==> config.mk <==
export PLATFORM = sky130hd
export DESIGN_NAME = drive_speed_safety_monitor
export DESIGN_NICKNAME = d
export VERILOG_FILES = /design/src/drive_safety_pkg.sv /design/src/drive_speed_safety_monitor.sv
export SDC_FILE = /design/constraint.sdc
export NUM_CORES = 1
export LEC_CHECK = 0
export ABC_AREA = 1
export ABC_CLOCK_PERIOD_IN_PS = 5000
export CAP_MARGIN = 15
export CELL_PAD_IN_SITES_DETAIL_PLACEMENT = 0
export CELL_PAD_IN_SITES_GLOBAL_PLACEMENT = 1
export CORE_MARGIN = 2
export CORE_UTILIZATION = 40
export CTS_CLUSTER_SIZE = 16
export DETAILED_ROUTE_END_ITERATION = 10
export DONT_BUFFER_PORTS = 1
export MAX_ROUTING_LAYER = met4
export PLACE_DENSITY_LB_ADDON = 0.1
export RECOVER_POWER = 100
export SLEW_MARGIN = 20
export SYNTH_ARGS = -nofsm -noshare
export SYNTH_HDL_FRONTEND = slang
export SYNTH_SLANG_ARGS = --single-unit
==> constraint.sdc <==
create_clock -name REF_CLK -period 5 [get_ports REF_CLK]
set_input_delay 0.5 -clock REF_CLK [delete_from_list [all_inputs] [get_ports REF_CLK]]
set_output_delay 0.5 -clock REF_CLK [all_outputs]
set_load 0.01 [all_outputs]
==> src/drive_safety_pkg.sv <==
// constants, types and register map of the drive speed safety monitor
package drive_safety_pkg;
  // timing: delays are programmed in milliseconds
  localparam int CLK_NS = 8;
  localparam int MS_NS = 1000000;
  localparam int MS_CYCLES = MS_NS / CLK_NS;
  // register byte offsets
  localparam logic [7:0] OFS_CTRL = 8'h00;
  localparam logic [7:0] OFS_SETPOINT = 8'h04;
  localparam logic [7:0] OFS_STANDSTILL = 8'h08;
  localparam logic [7:0] OFS_LOWER_CAP = 8'h0c;
  localparam logic [7:0] OFS_UPPER_CAP = 8'h10;
  localparam logic [7:0] OFS_SHORT_DLY = 8'h14;
  localparam logic [7:0] OFS_LONG_DLY = 8'h18;
  localparam logic [7:0] OFS_STATUS = 8'h1c;
  localparam logic [7:0] OFS_IRQ_STAT = 8'h20;
  localparam logic [7:0] OFS_IRQ_MASK = 8'h24;
  localparam logic [7:0] OFS_COMMAND = 8'h28;
  // control register fields
  localparam int CTRL_LSG_EN = 0;
  localparam int CTRL_TYPE_LO = 1;
  localparam int CTRL_MAX_EN = 4;
  localparam int CTRL_SEL_LO = 5;
  localparam int CTRL_DOOR_EN = 7;
  localparam int CTRL_W = 8;
  localparam logic [7:0] CTRL_RST = 8'h02;
  // cap selector codes
  localparam logic [1:0] SEL_NONE = 2'h0;
  localparam logic [1:0] SEL_PAIR_A = 2'h1;
  localparam logic [1:0] SEL_PAIR_B = 2'h2;
  // frequency and delay reset values
  localparam logic [15:0] SETPOINT_RST = 16'h0000;
  localparam logic [15:0] STANDSTILL_RST = 16'h0000;
  localparam logic [15:0] LOWER_CAP_RST = 16'hffff;
  localparam logic [15:0] UPPER_CAP_RST = 16'hffff;
  localparam logic [15:0] SHORT_DLY_RST = 16'h0000;
  localparam logic [15:0] LONG_DLY_RST = 16'h0000;
  // interrupt status bits
  localparam int IRQ_TOFF = 0;
  localparam int IRQ_FAULT = 1;
  localparam int IRQ_DOOR = 2;
  localparam int IRQ_W = 3;
  localparam logic [2:0] IRQ_MASK_RST = 3'h0;
  // command register bit
  localparam int CMD_FAULT_RST = 0;

  typedef enum logic [2:0] {
    G_OFF, G_LIMIT, G_RAMP, G_STOP
  } guard_state_type;

  typedef struct packed {
    logic run;
    logic ramp_stop;
    logic freewheel;
    logic ctrl_stop;
    logic error;
    logic [1:0] pair_a;
    logic [1:0] pair_b;
  } pins_type;
endpackage : drive_safety_pkg

==> src/drive_speed_safety_monitor.sv <==
// speed guards, torque-off latch and door release timer with apb registers
//
// The APB slave port and the register addresses are this design's own decisions.
`timescale 1ns/1ps
module drive_speed_safety_monitor #(
  parameter int MS_CYC = drive_safety_pkg::MS_CYCLES
) (
  input wire logic REF_CLK, // 125 mhz clock
  input wire logic SYS_RST, // sync reset, high
  input wire logic PSEL, // apb select
  input wire logic PENABLE, // apb access phase
  input wire logic PWRITE, // apb write
  input wire logic [7:0] PADDR, // apb byte address
  input wire logic [31:0] PWDATA, // apb write data
  output logic [31:0] PRDATA, // apb read data
  output logic PREADY, // apb ready
  output logic PSLVERR, // apb error, unmapped
  input wire logic [15:0] STATOR_FREQ, // stator frequency
  input wire logic RUN_CMD, // run command pin
  input wire logic RAMP_STOP, // ramp stop pin
  input wire logic FREEWHEEL_STOP, // freewheel stop pin
  input wire logic CTRL_STOP, // controlled stop ramp
  input wire logic ERROR_DET, // detected error pin
  input wire logic [1:0] INPUT_PAIR_A, // inputs 3/4
  input wire logic [1:0] INPUT_PAIR_B, // inputs 5/6
  output logic TORQUE_OFF, // torque removed
  output logic SAFETY_TRIP_FAULT, // safety fault
  output logic GUARD_REF_SEL, // 1: setpoint limits ref
  output logic [15:0] LIMIT_REF, // reference ceiling
  output logic FIRST_LOGIC_OUTPUT, // door lock release
  output logic IRQ // interrupt level
);
  drive_safety_pkg::pins_type s1_q, s2_q, s3_q;
  drive_safety_pkg::guard_state_type state_q, state_d;
  logic [7:0] ctrl_q;
  logic [15:0] sp_q, ssl_q, low_q, up_q, sdly_q, ldly_q;
  logic [2:0] stat_q, mask_q, ev;
  logic toff_q, fault_q, ref_q, door_q, arm_q, tick_q;
  logic [15:0] dcnt_q, cap;
  logic [31:0] tcnt_q;
  logic [31:0] rd;
  logic rd_err;
  logic wr, setup, req, stop_ev, at_ssl, trip, g_toff;
  logic run_rise, cstop_rise, long_ev, toff_rise, fault_rise;
  logic [2:0] gtype;
  logic [1:0] sel;

  function automatic logic [31:0] z16(input logic [15:0] v);
    z16 = {16'h0000, v};
  endfunction : z16

  // pins come from another domain: two flops before any use
  always_ff @(posedge REF_CLK) begin
    if (SYS_RST) begin
      s1_q <= '0;
      s2_q <= '0;
      s3_q <= '0;
    end else begin
      s1_q <= {RUN_CMD, RAMP_STOP, FREEWHEEL_STOP, CTRL_STOP, ERROR_DET,
        INPUT_PAIR_A, INPUT_PAIR_B};
      s2_q <= s1_q;
      s3_q <= s2_q;
    end
  end

  assign run_rise = s2_q.run & ~s3_q.run;
  assign cstop_rise = s2_q.ctrl_stop & ~s3_q.ctrl_stop;
  assign req = ctrl_q[drive_safety_pkg::CTRL_LSG_EN];
  assign gtype = ctrl_q[drive_safety_pkg::CTRL_TYPE_LO +: 3];
  assign sel = ctrl_q[drive_safety_pkg::CTRL_SEL_LO +: 2];
  assign stop_ev = s2_q.ramp_stop | s2_q.freewheel | s2_q.error;
  assign at_ssl = STATOR_FREQ <= ssl_q;

  // cap selection; a split pair counts as low, the safer cap
  always_comb begin
    unique case (sel)
      drive_safety_pkg::SEL_PAIR_A: cap = &s2_q.pair_a ? up_q : low_q;
      drive_safety_pkg::SEL_PAIR_B: cap = &s2_q.pair_b ? up_q : low_q;
      default: cap = low_q;
    endcase
  end

  // supervision only: the trip never touches the reference path
  assign trip = ctrl_q[drive_safety_pkg::CTRL_MAX_EN]
    & (STATOR_FREQ >= cap);

  // limited-speed guard sequencing on deactivation, stop and error
  always_comb begin
    state_d = state_q;
    unique case (state_q)
      drive_safety_pkg::G_OFF:
        if (req) begin
          state_d = (gtype != 3'h1 && STATOR_FREQ > sp_q) ?
            drive_safety_pkg::G_RAMP : drive_safety_pkg::G_LIMIT;
        end
      drive_safety_pkg::G_LIMIT:
        if (stop_ev || (s2_q.ctrl_stop && gtype == 3'h3)) begin
          state_d = drive_safety_pkg::G_STOP;
        end else if (!req) begin
          state_d = drive_safety_pkg::G_OFF;
        end
      drive_safety_pkg::G_RAMP:
        if (stop_ev || (s2_q.ctrl_stop && gtype == 3'h3)) begin
          state_d = drive_safety_pkg::G_STOP;
        end else if (STATOR_FREQ <= sp_q) begin
          state_d = req ? drive_safety_pkg::G_LIMIT :
            drive_safety_pkg::G_OFF;
        end else if (!req && (gtype < 3'h2 || gtype > 3'h4)) begin
          state_d = drive_safety_pkg::G_OFF;
        end
      drive_safety_pkg::G_STOP:
        if (at_ssl) begin
          state_d = drive_safety_pkg::G_OFF;
        end
      default: state_d = drive_safety_pkg::G_OFF;
    endcase
  end

  assign g_toff = state_q == drive_safety_pkg::G_STOP && at_ssl
    && gtype >= 3'h1 && gtype <= 3'h3;

  always_ff @(posedge REF_CLK) begin
    if (SYS_RST) begin
      state_q <= drive_safety_pkg::G_OFF;
      ref_q <= 1'b0;
    end else begin
      state_q <= state_d;
      ref_q <= state_d != drive_safety_pkg::G_OFF;
    end
  end

  // torque-off: set wins over the run-command release
  always_ff @(posedge REF_CLK) begin
    if (SYS_RST) begin
      toff_q <= 1'b0;
    end else if (g_toff || trip) begin
      toff_q <= 1'b1;
    end else if (run_rise && !fault_q) begin
      toff_q <= 1'b0;
    end
  end

  // fault is held until software resets it after the cause is gone
  always_ff @(posedge REF_CLK) begin
    if (SYS_RST) begin
      fault_q <= 1'b0;
    end else if (trip) begin
      fault_q <= 1'b1;
    end else if (wr && PADDR == drive_safety_pkg::OFS_COMMAND
      && PWDATA[drive_safety_pkg::CMD_FAULT_RST] && !s2_q.error) begin
      fault_q <= 1'b0;
    end
  end

  // millisecond enable pulse for the door timer
  always_ff @(posedge REF_CLK) begin
    if (SYS_RST) begin
      tcnt_q <= 32'h0;
      tick_q <= 1'b0;
    end else begin
      tick_q <= tcnt_q == 32'(MS_CYC - 1);
      tcnt_q <= (tcnt_q == 32'(MS_CYC - 1)) ? 32'h0 : tcnt_q + 32'h1;
    end
  end

  assign toff_rise = (g_toff || trip) && !toff_q;
  assign long_ev = (s2_q.ramp_stop & ~s3_q.ramp_stop)
    | (s2_q.freewheel & ~s3_q.freewheel) | toff_rise;

  // door release timer; a long event outranks a short one
  always_ff @(posedge REF_CLK) begin
    if (SYS_RST) begin
      dcnt_q <= 16'h0;
      arm_q <= 1'b0;
      door_q <= 1'b0;
    end else if (!ctrl_q[drive_safety_pkg::CTRL_DOOR_EN]) begin
      arm_q <= 1'b0;
      door_q <= 1'b0;
    end else if (long_ev) begin
      dcnt_q <= ldly_q;
      arm_q <= 1'b1;
      door_q <= 1'b0;
    end else if (cstop_rise) begin
      dcnt_q <= sdly_q;
      arm_q <= 1'b1;
      door_q <= 1'b0;
    end else if (run_rise) begin
      arm_q <= 1'b0;
      door_q <= 1'b0;
    end else if (arm_q && tick_q) begin
      if (dcnt_q == 16'h0) begin
        arm_q <= 1'b0;
        door_q <= 1'b1;
      end else begin
        dcnt_q <= dcnt_q - 16'h1;
      end
    end
  end

  // apb slave: zero wait, read data captured in the setup cycle
  assign setup = PSEL & ~PENABLE;
  assign wr = PSEL & PENABLE & PWRITE;
  assign PREADY = 1'b1;

  always_ff @(posedge REF_CLK) begin
    if (SYS_RST) begin
      ctrl_q <= drive_safety_pkg::CTRL_RST;
      sp_q <= drive_safety_pkg::SETPOINT_RST;
      ssl_q <= drive_safety_pkg::STANDSTILL_RST;
      low_q <= drive_safety_pkg::LOWER_CAP_RST;
      up_q <= drive_safety_pkg::UPPER_CAP_RST;
      sdly_q <= drive_safety_pkg::SHORT_DLY_RST;
      ldly_q <= drive_safety_pkg::LONG_DLY_RST;
      mask_q <= drive_safety_pkg::IRQ_MASK_RST;
    end else if (wr) begin
      unique case (PADDR)
        drive_safety_pkg::OFS_CTRL: ctrl_q <= PWDATA[7:0];
        drive_safety_pkg::OFS_SETPOINT: sp_q <= PWDATA[15:0];
        drive_safety_pkg::OFS_STANDSTILL: ssl_q <= PWDATA[15:0];
        drive_safety_pkg::OFS_LOWER_CAP: low_q <= PWDATA[15:0];
        drive_safety_pkg::OFS_UPPER_CAP: up_q <= PWDATA[15:0];
        drive_safety_pkg::OFS_SHORT_DLY: sdly_q <= PWDATA[15:0];
        drive_safety_pkg::OFS_LONG_DLY: ldly_q <= PWDATA[15:0];
        drive_safety_pkg::OFS_IRQ_MASK: mask_q <= PWDATA[2:0];
        default: ;
      endcase
    end
  end

  // sticky events; a new event in the clearing cycle survives
  assign fault_rise = trip && !fault_q;
  assign ev = {(arm_q && tick_q && dcnt_q == 16'h0
    && !long_ev && !cstop_rise && !run_rise), fault_rise, toff_rise};

  always_ff @(posedge REF_CLK) begin
    if (SYS_RST) begin
      stat_q <= '0;
    end else if (wr && PADDR == drive_safety_pkg::OFS_IRQ_STAT) begin
      stat_q <= (stat_q & ~PWDATA[2:0]) | ev;
    end else begin
      stat_q <= stat_q | ev;
    end
  end

  always_comb begin
    rd = 32'h0;
    rd_err = 1'b0;
    unique case (PADDR)
      drive_safety_pkg::OFS_CTRL: rd = {24'h0, ctrl_q};
      drive_safety_pkg::OFS_SETPOINT: rd = z16(sp_q);
      drive_safety_pkg::OFS_STANDSTILL: rd = z16(ssl_q);
      drive_safety_pkg::OFS_LOWER_CAP: rd = z16(low_q);
      drive_safety_pkg::OFS_UPPER_CAP: rd = z16(up_q);
      drive_safety_pkg::OFS_SHORT_DLY: rd = z16(sdly_q);
      drive_safety_pkg::OFS_LONG_DLY: rd = z16(ldly_q);
      drive_safety_pkg::OFS_STATUS:
        rd = {25'h0, 3'(state_q), door_q, ref_q, fault_q, toff_q};
      drive_safety_pkg::OFS_IRQ_STAT: rd = {29'h0, stat_q};
      drive_safety_pkg::OFS_IRQ_MASK: rd = {29'h0, mask_q};
      drive_safety_pkg::OFS_COMMAND: rd = 32'h0;
      default: rd_err = 1'b1;
    endcase
  end

  always_ff @(posedge REF_CLK) begin
    if (SYS_RST) begin
      PRDATA <= 32'h0;
      PSLVERR <= 1'b0;
    end else if (setup) begin
      PRDATA <= PWRITE ? 32'h0 : rd;
      PSLVERR <= rd_err;
    end
  end

  assign TORQUE_OFF = toff_q;
  assign SAFETY_TRIP_FAULT = fault_q;
  assign GUARD_REF_SEL = ref_q;
  assign LIMIT_REF = sp_q;
  assign FIRST_LOGIC_OUTPUT = door_q;
  assign IRQ = |(stat_q & mask_q);
endmodule : drive_speed_safety_monitor

==> summary.md, run 1 <==
| Metric | Value |
|---|---|
| Layout cells sized above 1 | 5.55% |
| Yosys cell types | 52 |
| RSZ-0062 raised after global routing | no |
| Worst path top cell family by delay | simple AND/OR/NAND/NOR gates |
| Reg-to-Reg End | dcnt_q[10]$_SDFFE_PP0P_ |
| CP Buf/Inv Count | 3 |
| Worst EP arrival | 4680 ps |
| Setup Fix Bufs, Post-CTS | 0 |
| Critical Path, Cell by Cell | inv_1 -> ha_1 -> a221oi_1 -> buf_4 -> o32ai_1 -> inv_1 -> ha_1 -> a21oi_1 -> o21ai_0 -> a21oi_1 -> nand3_1 -> nand2_1 -> nand2_1 -> nand2_1 -> nand4_1 -> nand2_2 -> nand2_1 -> nand2_1 -> nor2_1 |
| Area leader, netlist | dfxtp_1 |
| Failing checks | capacitance limit, slew limit |
| Largest net degree at the start of global routing | 72 |
| First-pass GRT wire length | 51.2 mm |
| EDFF count, synth | 0 |
| Max-cap check violation count | 2 |
| Req. time, crit path | 5400 ps |
| CTS buffer count | 25 |
| PwrDens | ~310 nW/um^2 |
| All-Layer GR Usage | 23.4% |
| Slew headroom | -72.4% |
| Final Max Tran Viols | roughly 100 |
| Detail Route Antenna Nets | 0 |
| Row count | 60 |
| Worst-margin pin slew | roughly 2600 ps |
| Synth top area cells | dfxtp_1 38%, nand2_1 9.0%, inv_1 8.2% |
| Clk sink count | just over 200 |
| Seq/Total Area, Yosys | 38.2% |
| R2R cell count | 19 |
| Clock tree buffer depth | 3 |
| Most frequent cells in the layout | 260 x nand2_1, 235 x inv_1, 206 x dfxtp_1 |
| Routed wire length | 32.2 mm |
| Hold Buf Count CTS | 0 |
| CTS root buf | clkbuf_16 |
| Setup CP Type | reg -> reg |
| RR Startpoint | ctrl_q[5]$_SDFFE_PP0P_ |
| Worst Setup Start Kind | register |
| Die height | 168 um |
| GRT Residual Overflow | 0 |
| Initial antenna violation count | 0 |
| Final period util | 85.5% |
| Hold_sp | SYS_RST |
| Die X | 168 um |
| Clk Latency, worst-skew pair | 540 ps |
| Final worst path period need | between 4000 and 5000 ps |
| Ant diodes | 0 |
| Status | complete, but fails checks |
| Setup Skew | 27.3 ps |
| Nets | 1599 |
| Max stage delay on crit path | approximately 570 ps |
| Post-route core utilization | between 40% and 50% |
| Fin. Hold Viols | 0 |
| Setup_tns | 0 ps |
| Final HPWL DP | 23.9 mm |
| LEAKAGE | 5.04 nW |
| Vias | 9625 |
| Worst vdd ir | 0.000296 V |
| Most common cell after layout, fill and taps aside | nand2_1 |
| Starting Density | 40.4% |
| WHS | 23.9 ps |
| Crit path capture | dcnt_q[10]$_SDFFE_PP0P_ |
| Clk pin slew, worst setup/hold paths | 60 ps |
| Routed len/inst | 17.5 um |
| Core Area | 26700 sq um |
| Die ar. | between 20000 and 30000 sq um |
| DR iter-0 viols | 619 |
| Post-synthesis cell count | 1507 |
| Pre-antenna DRT Iters | 5 |
| CTS tree | built |
| Slowest cell on crit path | ha_1 |
| Worst min-delay path class | in -> reg |
| Worst setup margin | 725 ps |
| Crit. Startpoint | ctrl_q[5]$_SDFFE_PP0P_ |
| Layout area overhead | 9.00% |
| Setup-failing EPs final | 0 |
| Max Clock Freq | 234 MHz |
| Worst-path maximum fanout | 30 |
| Critical path depth | 19 |
| # DRC | 0 |
| Mapped Area | approximately 11000 sq um |
| H-Tree Depth | 1 |
| Num ports | 125 |
| Flop2flop setup slack | 730 ps |
| Avg Cell Area, Syn | 7.17 sq um |
| Post-synth top flop | dfxtp_1 |
| Place WS | between 700 and 800 ps |
| Critical path's most frequent cell | nand2_1 |
| Ys Warns | 0 |
| Critical path capture point type | register |
| Vias in the first global route | roughly 9000 |
| Input/output buffers | 0 |
| FF+latch count, synth | 206 |
| Placer Congestion | 0.837 |
| Total Power | around 3.7 mW |
| CTS resizes | 0 |
| Vias/cell | 5.24 |
| Post-synth ARST share | 0% |
| Synth top area share | 38.2% |
## cell families after synthesis
group	synth area share [%]
AOI/OAI and AO/OA	20.8
xor gates and xnor gates	1.22
adders and majority gates	6.02
buffers and inverters	12.0
DFF	38.2
other	0.0695
and+or+nand+nor	21.8
## state kept, by name, summed over array words and instances (netlist names), 16 cells and up
name       cells
sdly_q        16
up_q          16
LIMIT_REF     16
dcnt_q        16
PRDATA        16
ldly_q        16
tcnt_q        32
low_q         16
ssl_q         16
## metal layers
metal  global-route usage [%]  part of all wire [%]
met5                        -                     0
met4                     5.02                   1.9
met3                     3.13                   4.6
met2                     37.5                    46
met1                     31.6                    47
## power by group
group	total [mW]	switching, mW	leakage, nW	internal (mW)
combinational	0.147	0.101	2.96	0.0464
sequential	1.66	0.00727	1.67	1.65
clock	1.90	0.751	0.420	1.15
total	3.71	0.859	5.04	2.85
## synthesized netlist by cell type (3+ instances only)
cell and count:
o2111ai_1 4, buf_2 9, xor2_1 13, nand3_1 40, o211ai_1 33, nor3_1 17, nand2_2 5, nand4_1 15
o31ai_1 5, nor2_4 3, nor4_1 9, dfxtp_1 206, a21oi_2 3, nor3_4 3, o22ai_1 36, o21ai_1 7
ha_1 52, o21ai_0 118, a31oi_1 4, o21a_1 4, nor3_2 4, nand2_1 260, clkbuf_1 46, buf_1 3
nor2_2 6, nand4_2 3, inv_1 236, o32ai_1 16, buf_4 21, a21oi_1 143, a221oi_1 4, nand3_2 5
o221ai_1 8, nor2_1 138, nor3b_1 5
## area by class of cell
cell class | instances | area (sq um)
fillers | 2849 | 15000
multi-input cells | 999 | 5420
flip-flops and latches | 206 | 4120
inverters | 238 | 895
clock buffers | 34 | 709
well taps | 341 | 427
clock inverters | 12 | 151
repair buffers | 7 | 46.3
## metrics by stage
step / cell area, sq um / cells
3_3_place_gp: 11000 / 1791
5_1_grt: 11800 / 1837
6_report: 11800 / 1837
2_1_floorplan: 10900 / 1523
4_1_cts: 11800 / 1837
3_5_place_dp: 11000 / 1791
## worst min-delay path by stage
| stage | end | slack, ps | depth (start not counted) |
|---|---|---|---|
| 4_1_cts | PRDATA[1]$_SDFFE_PP0P_ | 6 | 1 |
| 2_1_floorplan | s2_q[0]$_SDFF_PP0_ | 390 | 2 |
| 6_report | PRDATA[3]$_SDFFE_PP0P_ | 20 | 1 |
| 3_5_place_dp | s2_q[2]$_SDFF_PP0_ | 400 | 2 |
| 3_3_place_gp | s2_q[0]$_SDFF_PP0_ | 400 | 2 |
| 5_1_grt | stat_q[0]$_SDFF_PP0_ | 8 | 1 |
No activity file was read; power rests on OpenSTA's default activity.
==> run 2, diff against run 1 <==
--- a/config.mk
+++ b/config.mk
@@ -6,7 +6,7 @@
 export NUM_CORES = 1
 export LEC_CHECK = 0
 export ABC_AREA = 1
-export ABC_CLOCK_PERIOD_IN_PS = 5000
+export ABC_CLOCK_PERIOD_IN_PS = 4150
 export CAP_MARGIN = 15
 export CELL_PAD_IN_SITES_DETAIL_PLACEMENT = 0
 export CELL_PAD_IN_SITES_GLOBAL_PLACEMENT = 1
@@ -18,6 +18,7 @@
 export MAX_ROUTING_LAYER = met4
 export PLACE_DENSITY_LB_ADDON = 0.1
 export RECOVER_POWER = 100
+export SKIP_CTS_REPAIR_TIMING = 1
 export SLEW_MARGIN = 20
 export SYNTH_ARGS = -nofsm -noshare
 export SYNTH_HDL_FRONTEND = slang
==> constraint.sdc (replaced) <==
create_clock -name REF_CLK -period 4.15 [get_ports REF_CLK]
set_input_delay 0.415 -clock REF_CLK [delete_from_list [all_inputs] [get_ports REF_CLK]]
set_output_delay 0.415 -clock REF_CLK [all_outputs]
set_load 0.01 [all_outputs]
==> run 2 against run 1 <==
  * The run still ends with capacitance limit, slew limit left
  * Power grew 19%
  * Die area stayed put
  * Worst setup slack got worse by 360 ps
  * Clock-buffer cell count grew 4
  * Sequential share of layout area decreased by 0.16 points
  * Global-route usage rose by 0.052 points
  * Flip-flop and latch count did not move
  * Non-clock buffer count up 10
  * Via count about the same
  * Largest cell class unchanged
==> summary.md, run 2 (synthesis gave the netlist of run 1 again) <==
| Metric | Value |
|---|---|
| Layout Cells excl Fill | 1846 |
| Die X | 168 um |
| H-Tree Depth | 1 |
| Ant diodes | 0 |
| Fin. Hold Viols | 0 |
| Most common cell after layout, fill and taps aside | nand2_1 |
| Final Max Tran Viols | 45 |
| Placer Congestion | 0.875 |
| Vias in the first global route | around 9100 |
| Multi-input logic area | 5420 sq um |
| RSZ-0062 raised after global routing | no |
| Final worst path period need | 3790 ps |
| All-Layer GR Usage | 23.4% |
| CP Buf/Inv Count | 4 |
| Setup CP Type | reg -> reg |
| Worst path top cell family by delay | simple AND/OR/NAND/NOR gates |
| # DRC | 0 |
| Most frequent cells in the layout | 260 x nand2_1, 235 x inv_1, 206 x dfxtp_1 |
| Worst vdd ir | 0.000254 V |
| PwrDens | 372 nW/um^2 |
| DR iter-0 viols | ~580 |
| Detail Route Antenna Nets | 0 |
| First-pass GRT wire length | 50.9 mm |
| Failing checks | capacitance limit, slew limit |
| Num ports | 125 |
| Critical path capture point type | register |
| Req. time, crit path | around 4600 ps |
| CTS tree | built |
| Max stage delay on crit path | ~460 ps |
| Setup-failing EPs final | 0 |
| Status | complete, but fails checks |
| Worst EP arrival | between 4000 and 5000 ps |
| Nets | about 1600 |
| Clk Latency, worst-skew pair | 520 ps |
| Post-route core utilization | 44.3% |
| Biggest register | tcnt_q |
| Critical Path, Cell by Cell | inv_1 -> ha_1 -> nand3_1 -> nand2_1 -> inv_1 -> o32ai_1 -> inv_1 -> ha_1 -> a21oi_1 -> o21ai_0 -> a21oi_1 -> nand3_1 -> nand2_1 -> nand2_1 -> nand2_1 -> nand2_1 -> buf_12 -> o21ai_0 -> nor2_1 -> nor2_1 |
| Setup Skew | 10.1 ps |
| GR Util met1 | 31.3% |
| Fin area | 11800 sq um |
| Layout area overhead | 9.49% |
| Largest net degree at the start of global routing | 93 |
| Slowest cell on crit path | inv_1 |
| Worst min-delay path class | in -> reg |
| Routed len/inst | roughly 18 um |
| Final period util | 91.3% |
| Critical path's most frequent cell | nand2_1 |
| Clock tree buffer depth | 3 |
| Die ar. | 28300 sq um |
| Slew headroom | -44.3% |
| Worst-path maximum fanout | 16 |
| Clk pin slew, worst setup/hold paths | 60 ps |
| Input/output buffers | 0 |
| Max-cap check violation count | 1 |
| Initial antenna violation count | 0 |
| Vias | 9631 |
| Final HPWL DP | 23.9 mm |
| Die height | between 150 and 200 um |
| Placed instance area | roughly 11000 sq um |
| Row count | 60 |
| Routing usage on met3 | under 10% |
| Vias/cell | 5.22 |
| Met2 Use GR | 37.6% |
| Storage element area | 4120 sq um |
| Placed Cells | 1797 |
| CTS root buf | clkbuf_16 |
| Setup_tns | 0 ps |
| CTS buffer count | 25 |
| LEAKAGE | roughly 5 nW |
| Worst Setup Start Kind | register |
| Max Clock Freq | roughly 260 MHz |
| Starting Density | 40.4% |
| Routed wire length | 32.3 mm |
| Layout cells sized above 1 | 5.51% |
| Core Area | 26700 sq um |
| Worst-margin pin slew | 2160 ps |
| Pre-antenna DRT Iters | 5 |
| Fillers | 2840 |
| GRT Residual Overflow | 0 |
| WHS | approximately 13 ps |
| Clk sink count | 206 |
| Largest register FFs | 32 |
| GRT Max-Usage Layer | met2 |
run 2: per-stage QoR:
step           setup WS (ps)  power (mW)
3_3_place_gp             256        2.22
5_1_grt                 3.85        4.57
6_report                 360        4.40
3_5_place_dp             231        2.23
4_1_cts                  186        4.45
2_1_floorplan            729        2.20
run 2: final timing paths:
check	start	end	slack, ps	depth (start not counted)
min	INPUT_PAIR_A[1]	s1_q[3]$_SDFF_PP0_	10	2
max reg2reg	ctrl_q[6]$_SDFFE_PP0P_	dcnt_q[13]$_SDFFE_PP0P_	360	20
min reg2reg	s1_q[6]$_SDFF_PP0_	s2_q[6]$_SDFF_PP0_	400	2
max	ctrl_q[6]$_SDFFE_PP0P_	dcnt_q[13]$_SDFFE_PP0P_	360	20
run 2: layout make-up:
cell class | count | share of cell area, %
multi-input cells | 999 | 45.8
flip-flops and latches | 206 | 34.9
inverters | 238 | 7.56
clock buffers | 38 | 6.55
well taps | 341 | 3.61
repair buffers | 17 | 1.09
clock inverters | 7 | 0.529
run 2: metal layers:
layer	up-vias	part of all wire, %
li1	4925	-
met1	4461	48
met2	210	46
met3	35	4.7
met4	0	1.9
met5	-	0
run 2: power by group:
part           internal (mW)  total (mW)  switching (mW)
sequential              1.99        2.00         0.00892
clock                   1.34        2.21           0.873
combinational         0.0595       0.189           0.130
total                   3.39        4.40            1.01
